### config.mk
export PLATFORM = sky130hd
export DESIGN_NAME = supervisor_output_margin_ctrl
export DESIGN_NICKNAME = d
export VERILOG_FILES = /design/src/hdl/supervisor_pkg.sv /design/src/hdl/supervisor_output_margin_ctrl.sv
export VERILOG_INCLUDE_DIRS = /design/src /design/src/hdl
export SDC_FILE = /design/constraint.sdc
export NUM_CORES = 1
export LEC_CHECK = 0
export ABC_AREA = 1
export BUFFER_PORTS_ARGS = -buffer_cell sky130_fd_sc_hd__buf_2
export CORE_ASPECT_RATIO = 0.8
export CORE_UTILIZATION = 50
export DETAILED_ROUTE_END_ITERATION = 8
export PLACE_DENSITY_LB_ADDON = 0.15
export RECOVER_POWER = 100
export SYNTH_ARGS = -nofsm -noshare
export SYNTH_HDL_FRONTEND = slang
export SYNTH_SLANG_ARGS = --single-unit
### constraint.sdc
create_clock -name clk -period 4.8 [get_ports clk]
set_input_delay 0 -clock clk [delete_from_list [all_inputs] [get_ports clk]]
set_output_delay 0 -clock clk [all_outputs]
set_load 0.03 [all_outputs]
### src/hdl/supervisor_params.svh
`ifndef SUPERVISOR_PARAMS_SVH
`define SUPERVISOR_PARAMS_SVH
// oscillator rate and documented intervals in their own units
`define CLK_FREQ_HZ 250000000
`define OV_HOLD_NS 25000
`define RST_HOLD_MS 200
`define WD_INIT_MS 102400
`define WD_NORM_MS 1600
// cycle counts: hold times are least times, rounded up
`define OV_HOLD_CYC ((`OV_HOLD_NS * (`CLK_FREQ_HZ / 1000000) + 999) / 1000)
`define RST_HOLD_CYC (`RST_HOLD_MS * (`CLK_FREQ_HZ / 1000))
`define WD_INIT_CYC (64'd`WD_INIT_MS * (`CLK_FREQ_HZ / 1000))
`define WD_NORM_CYC (64'd`WD_NORM_MS * (`CLK_FREQ_HZ / 1000))
`define NUM_CH_DEF 6
`endif

### src/hdl/supervisor_pkg.sv
package supervisor_pkg;
   // per-channel comparator flags travel together
   typedef struct packed {
      logic uv;
      logic ov;
   } ch_flags_t;
   // open-drain pin: drive low while oe is high
   typedef struct packed {
      logic o;
      logic oe;
   } od_pin_t;
   typedef enum logic [1:0] {
      WD_INITIAL = 2'b01,
      WD_NORMAL = 2'b10
   } wd_phase_t;
endpackage

### src/hdl/supervisor_output_margin_ctrl.sv
`timescale 1ns/100ps
`default_nettype none
`include "supervisor_params.svh"
// What this block does
// - margin low freezes all three outputs
// - margin overrides manual reset
// - three active-low open-drain outputs
// - reset and alarm held until timers expire
// - any overvoltage flag asserts alarm
// - alarm released after 25us flag-free
// - undriven margin reads as inactive
// - undervoltage or manual reset asserts reset
// - reset held 200ms after causes clear
// - watchdog timeouts 102.4s then 1.6s
// - expiry asserts, any kick edge releases
module supervisor_output_margin_ctrl #(
   parameter int NUM_CH = `NUM_CH_DEF,
   parameter longint RST_HOLD = `RST_HOLD_CYC,
   parameter longint OV_HOLD = `OV_HOLD_CYC,
   parameter longint WD_INIT = `WD_INIT_CYC,
   parameter longint WD_NORM = `WD_NORM_CYC
) (
   input wire logic clk,
   input wire logic rst_b,
   input wire supervisor_pkg::ch_flags_t [NUM_CH-1:0] ch_flags,
   input wire logic manual_reset_n,
   input wire logic margin_hold_n,
   input wire logic watchdog_kick,
   output supervisor_pkg::od_pin_t sys_reset_n,
   output supervisor_pkg::od_pin_t overvolt_alarm_n,
   output supervisor_pkg::od_pin_t watchdog_expired_n
);
   localparam int CW = 40;

   // elaboration check on channel count and counter width
   if (!(NUM_CH == 4 || NUM_CH == 6)) begin : g_bad_ch
      $error("NUM_CH must be 4 or 6");
   end
   if (WD_INIT >= (64'd1 << CW) || RST_HOLD < 1 || OV_HOLD < 1 || WD_NORM < 1) begin : g_bad_cnt
      $error("counts out of range");
   end

   // two-stage synchronisers for all pin inputs; second stage is read, plus a delayed copy of it for the kick edge
   logic [NUM_CH-1:0] uv_s1, uv_s2, ov_s1, ov_s2;
   logic mr_s1, mr_s2, mg_s1, mg_s2, kick_s1, kick_s2, kick_d;
   always_ff @(posedge clk or negedge rst_b) begin
      if (!rst_b) begin
         uv_s1 <= '0;
         uv_s2 <= '0;
         ov_s1 <= '0;
         ov_s2 <= '0;
         mr_s1 <= 1'b1;
         mr_s2 <= 1'b1;
         mg_s1 <= 1'b1;
         mg_s2 <= 1'b1;
         kick_s1 <= 1'b0;
         kick_s2 <= 1'b0;
         kick_d <= 1'b0;
      end else begin
         for (int i = 0; i < NUM_CH; i++) begin
            uv_s1[i] <= ch_flags[i].uv;
            ov_s1[i] <= ch_flags[i].ov;
         end
         uv_s2 <= uv_s1;
         ov_s2 <= ov_s1;
         mr_s1 <= manual_reset_n;
         mr_s2 <= mr_s1;
         mg_s1 <= margin_hold_n;
         mg_s2 <= mg_s1;
         kick_s1 <= watchdog_kick;
         kick_s2 <= kick_s1;
         kick_d <= kick_s2;
      end
   end

   logic frozen, rst_cause, ov_cause, kick_edge;
   assign frozen = !mg_s2;
   assign rst_cause = (|uv_s2) || !mr_s2;
   assign ov_cause = |ov_s2;
   assign kick_edge = kick_s2 ^ kick_d;

   // reset hold counter; power-on starts with reset asserted and full hold
   logic [CW-1:0] rst_cnt;
   logic rst_act;
   always_ff @(posedge clk or negedge rst_b) begin
      if (!rst_b) begin
         rst_cnt <= CW'(RST_HOLD);
         rst_act <= 1'b1;
      end else if (!frozen) begin
         if (rst_cause) begin
            rst_cnt <= CW'(RST_HOLD);
            rst_act <= 1'b1;
         end else if (rst_cnt > CW'(1)) begin
            rst_cnt <= rst_cnt - CW'(1);
         end else begin
            rst_cnt <= '0;
            rst_act <= 1'b0;
         end
      end
   end

   // overvoltage alarm hold, restarted by any flag
   logic [CW-1:0] ov_cnt;
   logic ov_act;
   always_ff @(posedge clk or negedge rst_b) begin
      if (!rst_b) begin
         ov_cnt <= CW'(OV_HOLD);
         ov_act <= 1'b1;
      end else if (!frozen) begin
         if (ov_cause) begin
            ov_cnt <= CW'(OV_HOLD);
            ov_act <= 1'b1;
         end else if (ov_cnt > CW'(1)) begin
            ov_cnt <= ov_cnt - CW'(1);
         end else begin
            ov_cnt <= '0;
            ov_act <= 1'b0;
         end
      end
   end

   // watchdog: cleared while reset is asserted; initial period after release
   // a kick edge while frozen is lost: neither the count nor expiry can change
   logic [CW-1:0] wd_cnt;
   logic wd_exp;
   supervisor_pkg::wd_phase_t wd_phase;
   always_ff @(posedge clk or negedge rst_b) begin
      if (!rst_b) begin
         wd_cnt <= CW'(WD_INIT);
         wd_exp <= 1'b0;
         wd_phase <= supervisor_pkg::WD_INITIAL;
      end else if (!frozen) begin
         if (rst_act) begin
            wd_cnt <= CW'(WD_INIT);
            wd_exp <= 1'b0;
            wd_phase <= supervisor_pkg::WD_INITIAL;
         end else if (wd_exp) begin
            if (kick_edge) begin
               wd_exp <= 1'b0;
               wd_cnt <= CW'(WD_INIT);
               wd_phase <= supervisor_pkg::WD_INITIAL;
            end
         end else if (kick_edge) begin
            wd_cnt <= CW'(WD_NORM);
            wd_phase <= supervisor_pkg::WD_NORMAL;
         end else if (wd_cnt > CW'(1)) begin
            wd_cnt <= wd_cnt - CW'(1);
         end else begin
            wd_exp <= 1'b1;
            wd_cnt <= '0;
         end
      end
   end

   // open-drain pins: output held low, enable pulls the wire down
   always_ff @(posedge clk or negedge rst_b) begin
      if (!rst_b) begin
         sys_reset_n <= '{o: 1'b0, oe: 1'b1};
         overvolt_alarm_n <= '{o: 1'b0, oe: 1'b1};
         watchdog_expired_n <= '{o: 1'b0, oe: 1'b0};
      end else begin
         sys_reset_n <= '{o: 1'b0, oe: rst_act};
         overvolt_alarm_n <= '{o: 1'b0, oe: ov_act};
         watchdog_expired_n <= '{o: 1'b0, oe: wd_exp};
      end
   end

   a_freeze_reset: assert property (@(posedge clk) disable iff (!rst_b)
      frozen && $past(frozen) |-> $stable(rst_act))
      else $error("reset changed while margin held");
   a_freeze_ovwd: assert property (@(posedge clk) disable iff (!rst_b)
      frozen && $past(frozen) |-> $stable(ov_act) && $stable(wd_exp))
      else $error("alarm or expiry changed while margin held");
   a_margin_mr: assert property (@(posedge clk) disable iff (!rst_b)
      $past(frozen) && !$past(rst_act) |-> !rst_act)
      else $error("manual reset passed through margin");
   a_od_low: assert property (@(posedge clk) disable iff (!rst_b)
      !sys_reset_n.o && !overvolt_alarm_n.o && !watchdog_expired_n.o)
      else $error("open-drain pin driven high");
   a_ov_assert: assert property (@(posedge clk) disable iff (!rst_b)
      ov_cause && !frozen |=> ov_act ##1 overvolt_alarm_n.oe)
      else $error("alarm not asserted on flag");
   a_ov_hold: assert property (@(posedge clk) disable iff (!rst_b)
      $fell(ov_cause) && !frozen |-> ov_act [*8])
      else $error("alarm released early");
   a_rst_assert: assert property (@(posedge clk) disable iff (!rst_b)
      rst_cause && !frozen |=> rst_act && rst_cnt == CW'(RST_HOLD))
      else $error("reset not asserted on cause");
   a_rst_hold: assert property (@(posedge clk) disable iff (!rst_b)
      $fell(rst_act) |-> $past(rst_cnt) == CW'(1) && !$past(rst_cause))
      else $error("reset released before hold ran out");
   a_wd_release: assert property (@(posedge clk) disable iff (!rst_b)
      wd_exp && kick_edge && !frozen && !rst_act |=> !wd_exp && wd_cnt == CW'(WD_INIT))
      else $error("expiry not released on kick edge");
   a_wd_normal: assert property (@(posedge clk) disable iff (!rst_b)
      !wd_exp && kick_edge && !frozen && !rst_act |=> wd_cnt == CW'(WD_NORM))
      else $error("normal timeout not loaded");
   // watchdog clearing during reset, phase entry and expiry, end of the alarm hold, and the reset pin pulled low on a cause
   a_wd_cleared: assert property (@(posedge clk) disable iff (!rst_b)
      rst_act && !frozen |=> !wd_exp && wd_phase == supervisor_pkg::WD_INITIAL && wd_cnt == CW'(WD_INIT))
      else $error("watchdog not cleared during reset");
   a_wd_phase: assert property (@(posedge clk) disable iff (!rst_b)
      !wd_exp && kick_edge && !frozen && !rst_act |=> wd_phase == supervisor_pkg::WD_NORMAL)
      else $error("kick did not enter normal phase");
   a_wd_expire: assert property (@(posedge clk) disable iff (!rst_b)
      !wd_exp && !kick_edge && !frozen && !rst_act && wd_cnt == CW'(1) |=> wd_exp ##1 watchdog_expired_n.oe)
      else $error("expiry not asserted at timeout");
   a_ov_release: assert property (@(posedge clk) disable iff (!rst_b)
      ov_act && !ov_cause && !frozen && ov_cnt == CW'(1) |=> !ov_act)
      else $error("alarm not released after hold");
   a_rst_pin: assert property (@(posedge clk) disable iff (!rst_b)
      rst_cause && !frozen |=> ##1 sys_reset_n.oe)
      else $error("reset pin not pulled low on cause");
   c_ov_event: cover property (@(posedge clk) disable iff (!rst_b) $fell(ov_act));
   c_rst_release: cover property (@(posedge clk) disable iff (!rst_b) $fell(rst_act));
   c_wd_expire: cover property (@(posedge clk) disable iff (!rst_b) $rose(wd_exp));
   c_margin_mr: cover property (@(posedge clk) disable iff (!rst_b) frozen && !mr_s2);
endmodule // supervisor_output_margin_ctrl
`default_nettype wire

==> implementation parameters <==
Parameter                              Value

Floorplanning
  Io pins ... 23
  Row cnt ... between 40 and 50
  Initial core utilization ... between 50% and 60%
  Die Height ... ~120 um
  Die area ... ~18000 sq um
  CORE AREA ... roughly 17000 sq um
  DIE WIDTH ... between 100 and 150 um

GRT
  Antenna violations before repair ... 0
  Global-route usage over all layers ... roughly a quarter
  Total grt overflow ... 0
  First-pass GRT wire length ... 33730 um
  Vias in the first global route ... 6829
  Pin count of the biggest net entering global routing ... approximately 70

Clock network
  Clock transition at the register clock pins on the worst setup and hold paths after CTS ... approximately 70 ps
  Buffer type at the clock tree root ... sky130_fd_sc_hd__clkbuf_16
  Clock buffer depth ... 2
  TritonCTS buffer count ... 17
  Insertion delay of the later-clocked pin in the worst-skew pair ... roughly 440 ps
  H-tree level count ... 4
  Setup repair bufs after CTS ... 0
  TritonCTS clock tree ... yes
  Clock sinks ... 157

Cells and area
  Number of nets in the layout ... roughly 1200
  Commonest non-fill, non-tap cell in the layout ... sky130_fd_sc_hd__nor2_1
  Fillcell total ... approximately 1600
  Area delta synth->final ... 10.73%
  Post-layout util ... between 50% and 60%
  Most frequent cells in the layout ... sky130_fd_sc_hd__nor2_1, sky130_fd_sc_hd__nand2_1, sky130_fd_sc_hd__dfrtp_1, sky130_fd_sc_hd__inv_1, sky130_fd_sc_hd__nand3_1
  Fraction of layout cells with a size suffix above 1 ... under 10%
  Antenna diode count ... 0

Power
  Maximum vdd ir drop ... about 0.00023 V
  Lkg Pwr ... 4.739 nW
  Total power divided by cell area ... ~340 nW/um^2

Timing
  Total count of hold-check failures in the final report ... 0
  Worst-Margin Slew ... between 2000 and 2500 ps
  Share of the clock period used by the worst path ... a little over two thirds
  Clock tree skew after final layout ... around 7.1 ps
  RSZ-0062 raised after global routing ... false
  Post-layout minimum cycle time ... ~3400 ps
  Worst slew margin ... -34.24%
  Crit path setup slack, layout ... between 1000 and 1500 ps
  Final setup violation count ... 0
  Highest Clock Rate ... 296.5 MHz
  Final slew viol count ... 65
  TNS Setup ... 0 ps

Placement
  Buffers added on ports ... 19
  Place WS ... about 1700 ps
  Placer's final routability congestion estimate ... slightly above 0.9
  Detailed placement HPWL ... 13990 um

Drt
  Detailed Routing Iterations Pass 1 ... 6
  Via count ... between 7000 and 8000
  Drc violations ... 0
  Average wire per standard cell ... 13.81 um
  Number of DRC markers in iteration 0 ... between 500 and 600
  Vias per cell ... roughly 5.1
  Routed Antenna Nets ... 0
  Post-Route WL ... ~20000 um

Logic synthesis
  Cell taking the most area after synthesis ... sky130_fd_sc_hd__dfrtp_1
  Number of synthesized flops with an enable pin ... 0
  Yosys top cell area share ... 34.06%
  Synth Flop Type ... sky130_fd_sc_hd__dfrtp_1
  Share of synthesized flip-flops with an asynchronous set or reset ... between 90% and 100%
  Average cell area after synthesis ... around 7.5 sq um
  Yosys Warn Count ... 0
  Post-synthesis instance total ... 1160
  Share of synthesized area occupied by flip-flops and latches ... a little under half
  Main area contributors after synthesis ... sky130_fd_sc_hd__dfrtp_1, sky130_fd_sc_hd__nor2_1, sky130_fd_sc_hd__dfstp_2
  Cell variety after synth ... 44
  Number of register bits inferred by synthesis ... approximately 160
  Area of the mapped netlist ... a little under 9000 sq um

Critical path
  Category of the worst setup path launch point ... flip-flop
  Signal arrival time at the worst endpoint ... about 3600 ps
  Critical Path Most Common Cell ... sky130_fd_sc_hd__nand2_1
  Largest driver fanout on the critical path ... 13
  Critical path's largest stage delay ... ~1200 ps
  Critical-path cell with the highest stage delay ... sky130_fd_sc_hd__o21ai_0
  CP cell instances ... inv_1 -> ha_1 -> nand2_1 -> nor2_1 -> nand2_1 -> o21ai_0 -> nand2_1 -> o21ai_0 -> nor2_1
  Data required time of the critical path ... around 5000 ps
  Capturing element type of the critical path ... flip-flop
  Type of the worst setup path ... flip-flop to flip-flop

Outcome
  Violations in the final reports ... max-capacitance violations, max-slew violations
  Outcome ... finished, violations left

Hold path
  Worst min-delay path class ... input port to flip-flop

Run
  Max cap viols ... 3
[state kept, by name, summed over array words and instances, names as in the netlist, 6 cells and up]
name / count
uv_s1: 6
ov_cnt: 40
ov_s1: 6
ov_s2: 6
wd_cnt: 40
rst_cnt: 40
uv_s2: 6
[area by class of cell]
| cell class | instances | area [sq um] | share of cell area (%) |
|---|---|---|---|
| Timing Repair Buffer | 39 | 277.8 | 2.869 |
| Clock buffer | 19 | 452.9 | 4.678 |
| Multi-Input combinational cell | 864 | 4104 | 42.39 |
| Tap cell | 220 | 275.3 | 2.843 |
| Clock inverter | 13 | 151.4 | 1.564 |
| Sequential cell | 157 | 3976 | 41.07 |
| Inverter | 118 | 444.2 | 4.588 |
[logic make-up (layout without fill, tap and decap cells)]
group           Yosys count  in the layout  share of synthesized area [%]
simple gates            692            692                          33.67
compound gates           89             89                          5.781
xor+xnor                 73             73                          7.312
buf+inv                 141            189                          6.740
mux                       1              1                         0.1145
fa+ha+maj                 6              6                         0.8586
other cells               1              3                        0.04289
flops                   157            157                          45.48
[critical path: cells and delay by family (launching register included)]
family                   cells  cell delay (ps)
flip-flops                   1              420
AO/OA/AOI/OAI                2             1460
AND/OR/NAND/NOR              5             1030
adder cells (fa/ha/maj)      1              180
buffers and inverters        1               90
[where the power goes]
part / internal (mW) / switching [mW]
logic: 0.140 / 0.317
clock network: 0.806 / 0.585
registers: 1.38 / 0.0464
total: 2.33 / 0.948
[path summary, 6_finish.rpt]
check / slack (ps) / start / end / cells after the start
worst max-delay path: 1430 / wd_cnt[0] / wd_cnt[11] / 9
worst min-delay path: 200 / ch_flags[5] / uv_s1[2] / 2
worst max register to register: 1430 / wd_cnt[0] / wd_cnt[11] / 9
worst min register to register: 350 / ov_s1[1] / ov_s2[1] / 0
max in group asynchronous: 2020 / rst_b / rst_cnt[24] / 3
min in group asynchronous: 670 / rst_b / ov_s2[3] / 2
[Yosys cell counts, types with 7 or more instances]
cell type                 count
sky130_fd_sc_hd__xnor2_1     19
sky130_fd_sc_hd__nor3_1      22
sky130_fd_sc_hd__nor2_2      24
sky130_fd_sc_hd__xor2_1      54
sky130_fd_sc_hd__o21ai_0     34
sky130_fd_sc_hd__nand2_1    261
sky130_fd_sc_hd__a22oi_1      7
sky130_fd_sc_hd__nand4_1     28
sky130_fd_sc_hd__nor2_1     272
sky130_fd_sc_hd__a21oi_1     32
sky130_fd_sc_hd__dfstp_2     38
sky130_fd_sc_hd__nand3_1     64
sky130_fd_sc_hd__dfrtp_1    119
sky130_fd_sc_hd__inv_1      116
sky130_fd_sc_hd__buf_2        8
[layer usage]
metal / vias up / track usage [%] / wire length (um)
met4: 0 / 7.197 / 280
met2: 178 / 33.65 / 8104
met3: 23 / 4.302 / 1152
met1: 3434 / 36.42 / 10210
met5: - / 0 / 0
li1: 3724 / - / -
[through the flow]
stage,area [sq um],cells,hold slack [ps],total power [mW]
after floorplan,8751,1162,-295.6,1.772
after global placement,9016,1382,-78.57,1.895
after detailed placement,9016,1382,-83.04,1.900
after CTS,9781,1430,23.91,3.304
after global routing,9682,1430,203.6,3.420
final,9682,1430,197.7,3.275
[repair_timing]
item,CTS,global route
endpoints found under the hold margin,51,0
resized for setup,0,0
hold buffers,16,0
endpoints found under the setup margin,0,0
Note: power is estimated with default switching activity, not from simulation.
